$ cat src/gsr_pkg.sv
/*
 * gsr_pkg: shared constants of the angular rate sensor register map:
 * register offsets, fault flag positions, serial frame layout, refresh
 * divisors and timing figures.
 * Assumes a 25 MHz system clock and a serial frame of 32 bits.
 */
package gsr_pkg;
    // system clock and fault set-up time
    localparam int unsigned CLK_PERIOD_NS = 40;
    localparam int unsigned FAULT_SET_MAX_NS = 5000;
    // longest time rounds down
    localparam int unsigned FAULT_SET_MAX_CYC = FAULT_SET_MAX_NS / CLK_PERIOD_NS;
    // sync stages plus the latch flop
    localparam int unsigned FAULT_PATH_CYC = 3;

    // register offsets (byte registers, read in pairs)
    localparam logic [7:0] ADDR_RATE_H = 8'h00;
    localparam logic [7:0] ADDR_RATE_L = 8'h01;
    localparam logic [7:0] ADDR_TEMP_H = 8'h02;
    localparam logic [7:0] ADDR_TEMP_L = 8'h03;
    localparam logic [7:0] ADDR_STF_H = 8'h04;
    localparam logic [7:0] ADDR_STF_L = 8'h05;
    localparam logic [7:0] ADDR_STR_H = 8'h06;
    localparam logic [7:0] ADDR_STR_L = 8'h07;
    localparam logic [7:0] ADDR_MOT_H = 8'h08;
    localparam logic [7:0] ADDR_MOT_L = 8'h09;
    localparam logic [7:0] ADDR_ERR_H = 8'h0A;
    localparam logic [7:0] ADDR_ERR_L = 8'h0B;
    localparam logic [7:0] ADDR_PART_H = 8'h0C;
    localparam logic [7:0] ADDR_PART_L = 8'h0D;
    localparam logic [7:0] ADDR_SN_3 = 8'h0E;
    localparam logic [7:0] ADDR_SN_2 = 8'h0F;
    localparam logic [7:0] ADDR_SN_1 = 8'h10;
    localparam logic [7:0] ADDR_SN_0 = 8'h11;

    // fault flag vector positions
    localparam int unsigned FLAG_N = 11;
    localparam int unsigned FLG_CHECK = 0;
    localparam int unsigned FLG_SELFTEST = 1;
    localparam int unsigned FLG_LOW_MSB = 6;
    localparam int unsigned FLG_HIGH_LSB = 7;
    localparam int unsigned FLG_HIGH_MSB = 10;
    localparam int unsigned EXT_FAULT_N = 10;

    // temperature field: 10 bits in the top of the pair
    localparam int unsigned TEMP_W = 10;
    localparam logic [5:0] TEMP_PAD = 6'h00;

    // refresh divisors of the resonator tick
    localparam int unsigned DIV_RATE = 32;
    localparam int unsigned DIV_SELFTEST = 16;
    localparam int unsigned DIV_MOTION = 64;
    localparam int unsigned RES_CNT_W = 6;

    // serial frame layout
    localparam int unsigned FRAME_BITS = 32;
    localparam int unsigned BIT_CNT_W = 6;
    localparam int unsigned OP_MSB = 31;
    localparam int unsigned OP_LSB = 30;
    localparam int unsigned ADR_MSB = 29;
    localparam int unsigned ADR_LSB = 22;
    localparam logic [1:0] OP_SENSOR = 2'h0;
    localparam logic [1:0] OP_WRITE = 2'h1;
    localparam logic [1:0] OP_READ = 2'h2;
    localparam logic [7:0] TAG_SENSOR = 8'hFF;
    localparam logic [7:0] BYTE_ZERO = 8'h00;
    localparam logic [31:0] RSP_IDLE = 32'h00000000;
endpackage

$ cat src/gsr_regmap.sv
/*
 * gsr_regmap: read-only register map of an angular rate sensor behind
 * a four-wire serial port, with latched fault flags.
 * Assumes the front end delivers filtered samples and one pulse per
 * resonator cycle on the system clock; fault conditions and serial pins
 * may be asynchronous.
 */
`timescale 1ns/100ps
module gsr_regmap #(
    parameter logic [7:0] PART_ID_HIGH = 8'hA5, // arbitrary value
    parameter logic [7:0] PART_REVISION = 8'h07, // arbitrary value
    parameter logic [31:0] SERIAL_NUMBER = 32'h1234ABCD, // arbitrary
    parameter logic signed [15:0] ST_LIMIT_LO = 16'sh0100,
    parameter logic signed [15:0] ST_LIMIT_HI = 16'sh7000
) (
    input wire logic clk_sys_i,
    input wire logic arst_n_i,
    // front end samples, same clock domain
    input wire logic res_tick_i,
    input wire logic [15:0] rate_i,
    input wire logic [gsr_pkg::TEMP_W-1:0] temp_i,
    input wire logic [15:0] selftest_filtered_i,
    input wire logic [15:0] selftest_raw_i,
    input wire logic [15:0] motion_error_i,
    // on-chip fault conditions, asynchronous levels
    input wire logic [gsr_pkg::EXT_FAULT_N-1:0] ext_fault_i,
    // serial port pins
    input wire logic spi_sclk_i,
    input wire logic spi_cs_n_i,
    input wire logic spi_mosi_i,
    output logic spi_miso_o,
    output logic spi_miso_oe_o
);
    import gsr_pkg::*;

    logic [2:0] pin_sync;
    logic [EXT_FAULT_N-1:0] fault_sync;
    logic sclk_s, cs_n_s, mosi_s;
    logic sclk_q_reg, cs_n_q_reg;
    logic sclk_rise, sclk_fall, cs_rise, cs_fall;
    logic [FRAME_BITS-1:0] rx_reg, tx_reg, tx_next;
    logic [BIT_CNT_W-1:0] bit_cnt_reg;
    logic [RES_CNT_W-1:0] res_cnt_reg;
    logic [15:0] rate_reg, temp_reg, stf_reg, str_reg, mot_reg;
    logic [FLAG_N-1:0] flags_reg, fault_cond;
    logic st_out_of_range;
    logic frame_ok, cmd_sensor, cmd_read, clear_flags;
    logic [1:0] opcode;
    logic [7:0] rd_addr;
    logic miso_oe_reg;

    // elaboration checks
    if (FAULT_PATH_CYC > FAULT_SET_MAX_CYC) begin : g_bad_timing
        $error("fault path slower than fault set-up limit");
    end
    if (ST_LIMIT_LO >= ST_LIMIT_HI) begin : g_bad_limits
        $error("self-test limits are not ordered");
    end
    // the condition vector below is wired by hand from these positions
    if (FLAG_N != EXT_FAULT_N + 1) begin : g_bad_flags
        $error("flag vector must hold every outside fault plus self-test");
    end
    if (FLG_SELFTEST != FLG_CHECK + 1) begin : g_bad_flag_order
        $error("self-test flag must sit just above the check flag");
    end
    if (FLG_LOW_MSB + 1 != FLG_HIGH_LSB) begin : g_bad_gap
        $error("fault bytes must split the flags without a gap");
    end
    if (FLG_HIGH_MSB != FLAG_N - 1) begin : g_bad_high_byte
        $error("upper fault byte must end at the top flag");
    end
    if (TEMP_W + $bits(TEMP_PAD) != 16) begin : g_bad_temp
        $error("temperature field and padding must fill one pair");
    end
    // counters must reach the longest group they count
    if ((1 << RES_CNT_W) < DIV_MOTION) begin : g_bad_divider
        $error("resonator counter too narrow for the slowest refresh");
    end
    if ((1 << BIT_CNT_W) <= FRAME_BITS) begin : g_bad_bit_count
        $error("bit counter cannot hold a full frame");
    end
    // the wrap test masks the counter, so divisors must be powers of two
    if (((DIV_RATE & (DIV_RATE - 1)) | (DIV_SELFTEST & (DIV_SELFTEST - 1)) |
         (DIV_MOTION & (DIV_MOTION - 1))) != 0) begin : g_bad_divisor
        $error("refresh divisors must be powers of two");
    end
    if (ADR_MSB - ADR_LSB != 7) begin : g_bad_addr
        $error("address field must be eight bits wide");
    end
    if (OP_MSB != FRAME_BITS - 1) begin : g_bad_op
        $error("opcode must lead the frame");
    end

    // every outside level passes two flops before use
    gsr_sync #(
        .WIDTH(3)
    ) u_pin_sync (
        .clk_sys_i(clk_sys_i),
        .arst_n_i(arst_n_i),
        .async_i({spi_sclk_i, ~spi_cs_n_i, spi_mosi_i}),
        .sync_o(pin_sync)
    );

    gsr_sync #(
        .WIDTH(EXT_FAULT_N)
    ) u_fault_sync (
        .clk_sys_i(clk_sys_i),
        .arst_n_i(arst_n_i),
        .async_i(ext_fault_i),
        .sync_o(fault_sync)
    );

    // select is carried inverted so that a cleared synchroniser reads as
    // deselected; a cleared low select would fake a frame edge and drive
    // the data pin for two cycles after every reset
    assign sclk_s = pin_sync[2];
    assign cs_n_s = ~pin_sync[1]; // stored active high
    assign mosi_s = pin_sync[0];

    // byte of the map at one address; unmapped reads give zero
    // odd or out-of-map addresses are not refused, they just see
    // whatever byte lies there, so a misaligned host gets shifted data
    function automatic logic [7:0] map_byte(input logic [7:0] addr,
                                            input logic [FLAG_N-1:0] flg);
        logic [7:0] b;
        b = BYTE_ZERO;
        unique case (addr)
            ADDR_RATE_H: b = rate_reg[15:8];
            ADDR_RATE_L: b = rate_reg[7:0];
            ADDR_TEMP_H: b = temp_reg[15:8];
            ADDR_TEMP_L: b = temp_reg[7:0];
            ADDR_STF_H: b = stf_reg[15:8];
            ADDR_STF_L: b = stf_reg[7:0];
            ADDR_STR_H: b = str_reg[15:8];
            ADDR_STR_L: b = str_reg[7:0];
            ADDR_MOT_H: b = mot_reg[15:8];
            ADDR_MOT_L: b = mot_reg[7:0];
            // upper nibble reads zero
            ADDR_ERR_H: b = {4'h0, flg[FLG_HIGH_MSB:FLG_HIGH_LSB]};
            // bit 0 always zero
            ADDR_ERR_L: b = {flg[FLG_LOW_MSB:0], 1'b0};
            ADDR_PART_H: b = PART_ID_HIGH;
            ADDR_PART_L: b = PART_REVISION;
            ADDR_SN_3: b = SERIAL_NUMBER[31:24];
            ADDR_SN_2: b = SERIAL_NUMBER[23:16];
            ADDR_SN_1: b = SERIAL_NUMBER[15:8];
            ADDR_SN_0: b = SERIAL_NUMBER[7:0];
            default: b = BYTE_ZERO;
        endcase
        return b;
    endfunction

    // true when an address touches a fault byte
    // a pair read from the byte below also lands on a fault byte
    function automatic logic is_fault_addr(input logic [7:0] addr);
        return (addr == ADDR_ERR_H) || (addr == ADDR_ERR_L);
    endfunction

    // true when the resonator counter wraps at the given divisor
    // fires on the last tick of each group, when the low bits are all ones
    function automatic logic div_hit(input logic [RES_CNT_W-1:0] cnt,
                                     input int unsigned div);
        logic [RES_CNT_W-1:0] mask;
        mask = RES_CNT_W'(div - 1);
        return (cnt & mask) == mask;
    endfunction

    // edge detection on the synchronised pins only
    // the previous-value flops reset to the idle levels, clock low and
    // deselected, so leaving reset never looks like an edge
    always_ff @(posedge clk_sys_i or negedge arst_n_i) begin
        if (!arst_n_i) begin
            sclk_q_reg <= 1'b0;
            cs_n_q_reg <= 1'b1;
        end else begin
            sclk_q_reg <= sclk_s;
            cs_n_q_reg <= cs_n_s;
        end
    end

    assign sclk_rise = sclk_s & ~sclk_q_reg & ~cs_n_s;
    assign sclk_fall = ~sclk_s & sclk_q_reg & ~cs_n_s;
    assign cs_fall = ~cs_n_s & cs_n_q_reg;
    assign cs_rise = cs_n_s & ~cs_n_q_reg;

    // resonator tick counter shared by all refresh dividers
    // one counter keeps the refreshes in step: every slow refresh lands
    // on the same tick as a fast one, never in between
    always_ff @(posedge clk_sys_i or negedge arst_n_i) begin
        if (!arst_n_i) begin
            res_cnt_reg <= '0;
        end else if (res_tick_i) begin
            res_cnt_reg <= res_cnt_reg + RES_CNT_W'(1);
        end
    end

    // rate and temperature snapshot every 32 resonator cycles
    // both taken on one tick so a pair read never mixes two samples
    always_ff @(posedge clk_sys_i or negedge arst_n_i) begin
        if (!arst_n_i) begin
            rate_reg <= 16'h0000;
            temp_reg <= 16'h0000;
        end else if (res_tick_i && div_hit(res_cnt_reg, DIV_RATE)) begin
            rate_reg <= rate_i;
            temp_reg <= {temp_i, TEMP_PAD};
        end
    end

    // both self-test pairs refresh every 16 resonator cycles
    // taken together so the host can hold raw against filtered
    always_ff @(posedge clk_sys_i or negedge arst_n_i) begin
        if (!arst_n_i) begin
            stf_reg <= 16'h0000;
            str_reg <= 16'h0000;
        end else if (res_tick_i && div_hit(res_cnt_reg, DIV_SELFTEST)) begin
            stf_reg <= selftest_filtered_i;
            str_reg <= selftest_raw_i;
        end
    end

    // motion error pair every 64 resonator cycles
    always_ff @(posedge clk_sys_i or negedge arst_n_i) begin
        if (!arst_n_i) begin
            mot_reg <= 16'h0000;
        end else if (res_tick_i && div_hit(res_cnt_reg, DIV_MOTION)) begin
            mot_reg <= motion_error_i;
        end
    end

    // only the filtered value is judged, the raw one cannot trip
    // judged on the held snapshot, so the flag can only rise at a refresh or after reset
    assign st_out_of_range = ($signed(stf_reg) < ST_LIMIT_LO) ||
                             ($signed(stf_reg) > ST_LIMIT_HI);

    // condition vector in flag order; self-test comes from the compare
    assign fault_cond = {fault_sync[EXT_FAULT_N-1:1], st_out_of_range,
                         fault_sync[FLG_CHECK]};

    // receive shift: sample on rising serial clock, MSB first
    // the count saturates at a full frame, so a longer frame keeps its
    // last 32 bits; a frame cut short never reaches 32 and is dropped
    always_ff @(posedge clk_sys_i or negedge arst_n_i) begin
        if (!arst_n_i) begin
            rx_reg <= '0;
            bit_cnt_reg <= '0;
        end else if (cs_fall) begin
            bit_cnt_reg <= '0;
        end else if (sclk_rise) begin
            rx_reg <= {rx_reg[FRAME_BITS-2:0], mosi_s};
            if (bit_cnt_reg != BIT_CNT_W'(FRAME_BITS)) begin
                bit_cnt_reg <= bit_cnt_reg + BIT_CNT_W'(1);
            end
        end
    end

    // a command counts only when the frame held at least 32 clocks
    // decoding waits for the select to rise, so a cut frame changes nothing
    assign frame_ok = cs_rise && (bit_cnt_reg == BIT_CNT_W'(FRAME_BITS));
    assign opcode = rx_reg[OP_MSB:OP_LSB];
    assign rd_addr = rx_reg[ADR_MSB:ADR_LSB];
    assign cmd_sensor = frame_ok && (opcode == OP_SENSOR);
    // writes and the spare code change no register; they only load the idle response
    assign cmd_read = frame_ok && (opcode == OP_READ);

    // clear on a read touching a fault byte or on a sensor request
    assign clear_flags = cmd_sensor ||
        (cmd_read && (is_fault_addr(rd_addr) ||
                      is_fault_addr(rd_addr + 8'h01)));

    // latched flags; a live condition wins over the clear
    // two sync flops plus this one make three clocks from pin to flag,
    // far inside the five microsecond limit at the system clock rate
    always_ff @(posedge clk_sys_i or negedge arst_n_i) begin
        if (!arst_n_i) begin
            flags_reg <= '0;
        end else begin
            flags_reg <= (flags_reg & ~{FLAG_N{clear_flags}}) | fault_cond;
        end
    end

    // response to the command, built from state before any clear
    always_comb begin
        tx_next = tx_reg;
        if (cmd_read) begin
            // addressed byte high, next byte appended low
            tx_next = {rd_addr, map_byte(rd_addr, flags_reg),
                       map_byte(rd_addr + 8'h01, flags_reg), BYTE_ZERO};
        end else if (cmd_sensor) begin
            // rate word plus the low fault byte
            tx_next = {TAG_SENSOR, rate_reg,
                       map_byte(ADDR_ERR_L, flags_reg)};
        end else if (frame_ok) begin
            tx_next = RSP_IDLE;
        end else if (sclk_fall) begin
            // next bit out on the falling serial clock
            tx_next = {tx_reg[FRAME_BITS-2:0], 1'b0};
        end
    end

    // transmit shift; the answer leaves during the following frame
    // the command is only known once its frame has ended, so answering
    // in the same frame would need the first bit before it is decided;
    // the cost is one extra frame per read
    always_ff @(posedge clk_sys_i or negedge arst_n_i) begin
        if (!arst_n_i) begin
            tx_reg <= RSP_IDLE;
        end else begin
            tx_reg <= tx_next;
        end
    end

    // drive the data pin only while selected
    // follows the synchronised select, so it trails the pin by three
    // clocks; the host must leave that long before its first clock edge
    always_ff @(posedge clk_sys_i or negedge arst_n_i) begin
        if (!arst_n_i) begin
            miso_oe_reg <= 1'b0;
        end else begin
            miso_oe_reg <= ~cs_n_s;
        end
    end

    // the pin always shows the top of the shifter; qualify with the enable
    assign spi_miso_o = tx_reg[FRAME_BITS-1];
    assign spi_miso_oe_o = miso_oe_reg;
endmodule

$ cat src/gsr_sync.sv
/*
 * gsr_sync: two flip-flop synchroniser for a bus of independent levels.
 * Assumes each bit is a level that may change at any time; no bus
 * coherence is given between bits.
 */
`timescale 1ns/100ps
module gsr_sync #(
    parameter int unsigned WIDTH = 1
) (
    input wire logic clk_sys_i,
    input wire logic arst_n_i,
    input wire logic [WIDTH-1:0] async_i,
    output logic [WIDTH-1:0] sync_o
);
    logic [WIDTH-1:0] meta_reg;

    // first stage is read only by the second
    always_ff @(posedge clk_sys_i or negedge arst_n_i) begin
        if (!arst_n_i) begin
            meta_reg <= '0;
            sync_o <= '0;
        end else begin
            meta_reg <= async_i;
            sync_o <= meta_reg;
        end
    end
endmodule
$ cat config.mk
export PLATFORM = sky130hd
export DESIGN_NAME = gsr_regmap
export DESIGN_NICKNAME = d
export VERILOG_FILES = /design/src/gsr_pkg.sv /design/src/gsr_regmap.sv /design/src/gsr_sync.sv
export SDC_FILE = /design/constraint.sdc
export NUM_CORES = 1
export LEC_CHECK = 0
export BUFFER_PORTS_ARGS = -buffer_cell sky130_fd_sc_hd__buf_2
export CORE_UTILIZATION = 45
export DETAILED_ROUTE_END_ITERATION = 10
export PLACE_DENSITY = 0.72
export SYNTH_ARGS = -nofsm -noshare
export SYNTH_HDL_FRONTEND = slang
export SYNTH_SLANG_ARGS = --single-unit
$ cat constraint.sdc
create_clock -name clk_sys_i -period 5 [get_ports clk_sys_i]
set_clock_uncertainty 0.15 [all_clocks]
set_input_delay 0.5 -clock clk_sys_i [delete_from_list [all_inputs] [get_ports clk_sys_i]]
set_output_delay 0.5 -clock clk_sys_i [all_outputs]
set_load 0.01 [all_outputs]
==> key figures <==
Finish
  • Layout area overhead: 14.3%
  • Final Net Count: around 1000
  • Fin util: between 50% and 60%
  • Layout cell share with drive strength beyond 1: roughly 28%
  • Final Non-Filler Cells: around 1200
  • ANT cells: 0
  • Max reg flops: 32
  • Post-route cell area: a little over 10000 um2

STA
  • Slew Limit Headroom: 25.7%
  • Final setup vio count: 0
  • Setup TNS: 0 ns
  • Max Freq: between 300 and 400 MHz
  • Shortest period the worst path allows: approximately 3 ns
  • Fin. max-slew vios: 0
  • Final hold vios: 0
  • RSZ-0062 raised after global routing: no
  • Period utilization: 61.5%
  • Final WS setup: about 1.9 ns
  • Least-Margin Pin Slew: about 1.1 ns

Logic synthesis
  • Area of the mapped netlist: around 9000 um2
  • Mapped Cells: about 830
  • Most frequent cells after synthesis: dfrtp_1, nand2_1, mux2_2
  • Syn. warnings: 0
  • Dominant synthesized flop cell: dfrtp_1
  • Synth cell types: 66
  • Mapped Nets: a little over 900
  • Post-synth ARST share: 100%
  • Seq/Total Area, Yosys: ~53%
  • Post-synth top area share: 52.2%
  • Yosys reg bits: ~190
  • Post-synth EDFFs: 0
  • Yosys top cell by area: dfrtp_1
  • Synth area leaders: dfrtp_1, mux2_2, nand2_1
  • Most common cell in the synthesized netlist: dfrtp_1
  • Syn_area_per_cell: between 10 and 15 um2

Global route
  • Largest net degree at the start of global routing: 120
  • Antenna violations before repair: 0
  • Vias in the first global route: between 6000 and 7000
  • Tot GR Track Use: between 20% and 30%
  • Global route overflow: 0
  • Global-route wire length before repair: around 39000 um

Detailed routing
  • WL per Instance: ~20 um
  • First-pass DRT Iterations: 6
  • Vias after detailed routing: approximately 7000
  • Vias per cell: between 5 and 6
  • DRC violation count after routing: 0
  • Final ANT Viol Nets: 0
  • Iter 0 DRT Violations: 956
  • Routed WL: 24200 um

Clocking
  • Clk sink count: about 190
  • Clock Path Buffers: 2
  • Clock Latency Late Sink: about 0.44 ns
  • Number of buffers added for setup after CTS: 0
  • Hold bufs inserted after CTS: 0
  • Reg clk slew, reported paths: 0.08 ns
  • CTS H-tree depth: 4
  • CTS tree: yes
  • CTS Buf Count: 17
  • Clk Tree Root Cell: clkbuf_16
  • Post-cts repair resize count: 0

Floorplan
  • Die Ht: approximately 140 um
  • Die X: around 140 um
  • I/O pin count: between 90 and 100
  • Starting Density: 46.1%
  • Core footprint: 19500 um2
  • Standard-cell rows: slightly above 50
  • Die area: 20600 um2

Critical path
  • Arrival time at the worst endpoint: 3.26 ns
  • Crit-path max FO: 25
  • Required time of the worst setup path: between 5 and 6 ns
  • WS Path Type: reg -> reg
  • Startpoint Class: flop
  • Endpoint class of the critical path: flop

Power and ir drop
  • Power Density: approximately 400 nW/um2
  • Worst vdd ir: about 0.25 mV
  • Leak Pwr: ~4.5 nW

Place
  • Pre-CTS setup slack: a little over 2 ns
  • Placer Congestion: 1.05
  • Post-DP Area: 9700 um2
  • Inst Count DP: between 1000 and 1500
  • Dpl hpwl: ~17000 um
  • Port bufs: just over 90

Flow run
  • MaxCap Viol Count: 0

Min path
  • Hold Path Class: in -> reg

Outcome
  • Status: complete, no violations
## final timing paths
path,end,from,cells past startpoint,slack (ns)
worst max-delay path,tx_reg[15],rx_reg[23],4,1.93
worst min-delay path,u_pin_sync.meta_reg[2],spi_sclk_i,1,0.02
worst max register to register,tx_reg[15],rx_reg[23],4,1.93
worst min register to register,u_pin_sync.sync_o[0],u_pin_sync.meta_reg[0],0,0.20
max in group asynchronous,flags_reg[1],arst_n_i,2,3.58
min in group asynchronous,spi_miso_oe_o,arst_n_i,1,0.06
## metrics by stage
step	hold slack, ns	power [mW]
floorplan	0.0544	2.50
detailed placement	0.185	2.83
CTS	0.00223	4.15
global route	0.000111	4.31
global placement	0.185	2.81
finish	0.0170	4.13
## area by class of cell
type                    instances  area [um2]
repair buffers                107         584
clock buffers                  18         439
fillers                      1761        9240
multi-input cells             573        4000
clock inverters                14         148
inverters                      15        56.3
well taps                     265         332
flip-flops and latches        189        4730
## layer usage
layer	global-route usage, %	routed length, um	vias to the layer above	share of wire (%)
li1	-	-	3165	-
met1	34.9	10500	3392	44
met2	38.5	11100	335	46
met3	4.53	1770	64	7.3
met4	10.7	811	0	3.4
met5	0	0	-	0
## report_power, final
group | internal [mW] | switching (mW) | leakage [nW]
logic | 0.403 | 0.274 | 1.78
clock network | 0.678 | 0.641 | 0.286
registers | 1.80 | 0.332 | 2.44
total | 2.88 | 1.25 | 4.50
## placed cells by master (no fill, tap or decap), types with 5 or more instances in the layout
cell type / synthesis / final
dfrtp_1: 188 / 188
nand2_1: 108 / 108
mux2_2: 105 / 105
buf_2: 16 / 90
a21oi_1: 47 / 47
nor2_1: 48 / 47
o21ai_0: 38 / 38
a31oi_1: 36 / 36
nand3_1: 19 / 19
mux2i_1: 17 / 17
clkbuf_16: 0 / 17
buf_4: 1 / 16
inv_1: 14 / 14
a21o_1: 13 / 13
a22oi_1: 12 / 12
nor3_1: 9 / 9
a211oi_1: 7 / 7
nor4_1: 8 / 7
o22ai_1: 7 / 7
mux4_2: 6 / 6
a22o_1: 6 / 6
and3_1: 6 / 6
nor2b_1: 6 / 6
nand4_1: 5 / 5
xnor2_1: 5 / 5
xor2_1: 5 / 5
## logic make-up (layout without fill, tap and decap cells)
family | Yosys count | after routing | share of synthesized area [%]
XOR/XNOR | 10 | 10 | 0.973
multiplexers | 128 | 128 | 16.5
flip-flops | 189 | 189 | 52.5
AO/OA/AOI/OAI | 201 | 201 | 14.4
buffers and inverters | 71 | 154 | 3.31
AND/OR/NAND/NOR | 230 | 230 | 11.7
adder cells (fa/ha/maj) | 4 | 4 | 0.556
## critical path, stage by stage, from the launching register on
cell and delay, ns:
dfrtp_1 0.92, nand2_1 0.28, nor3_1 0.85, o311ai_1 0.45, o21ai_0 0.32
Note: power is estimated with default switching activity, not from simulation.
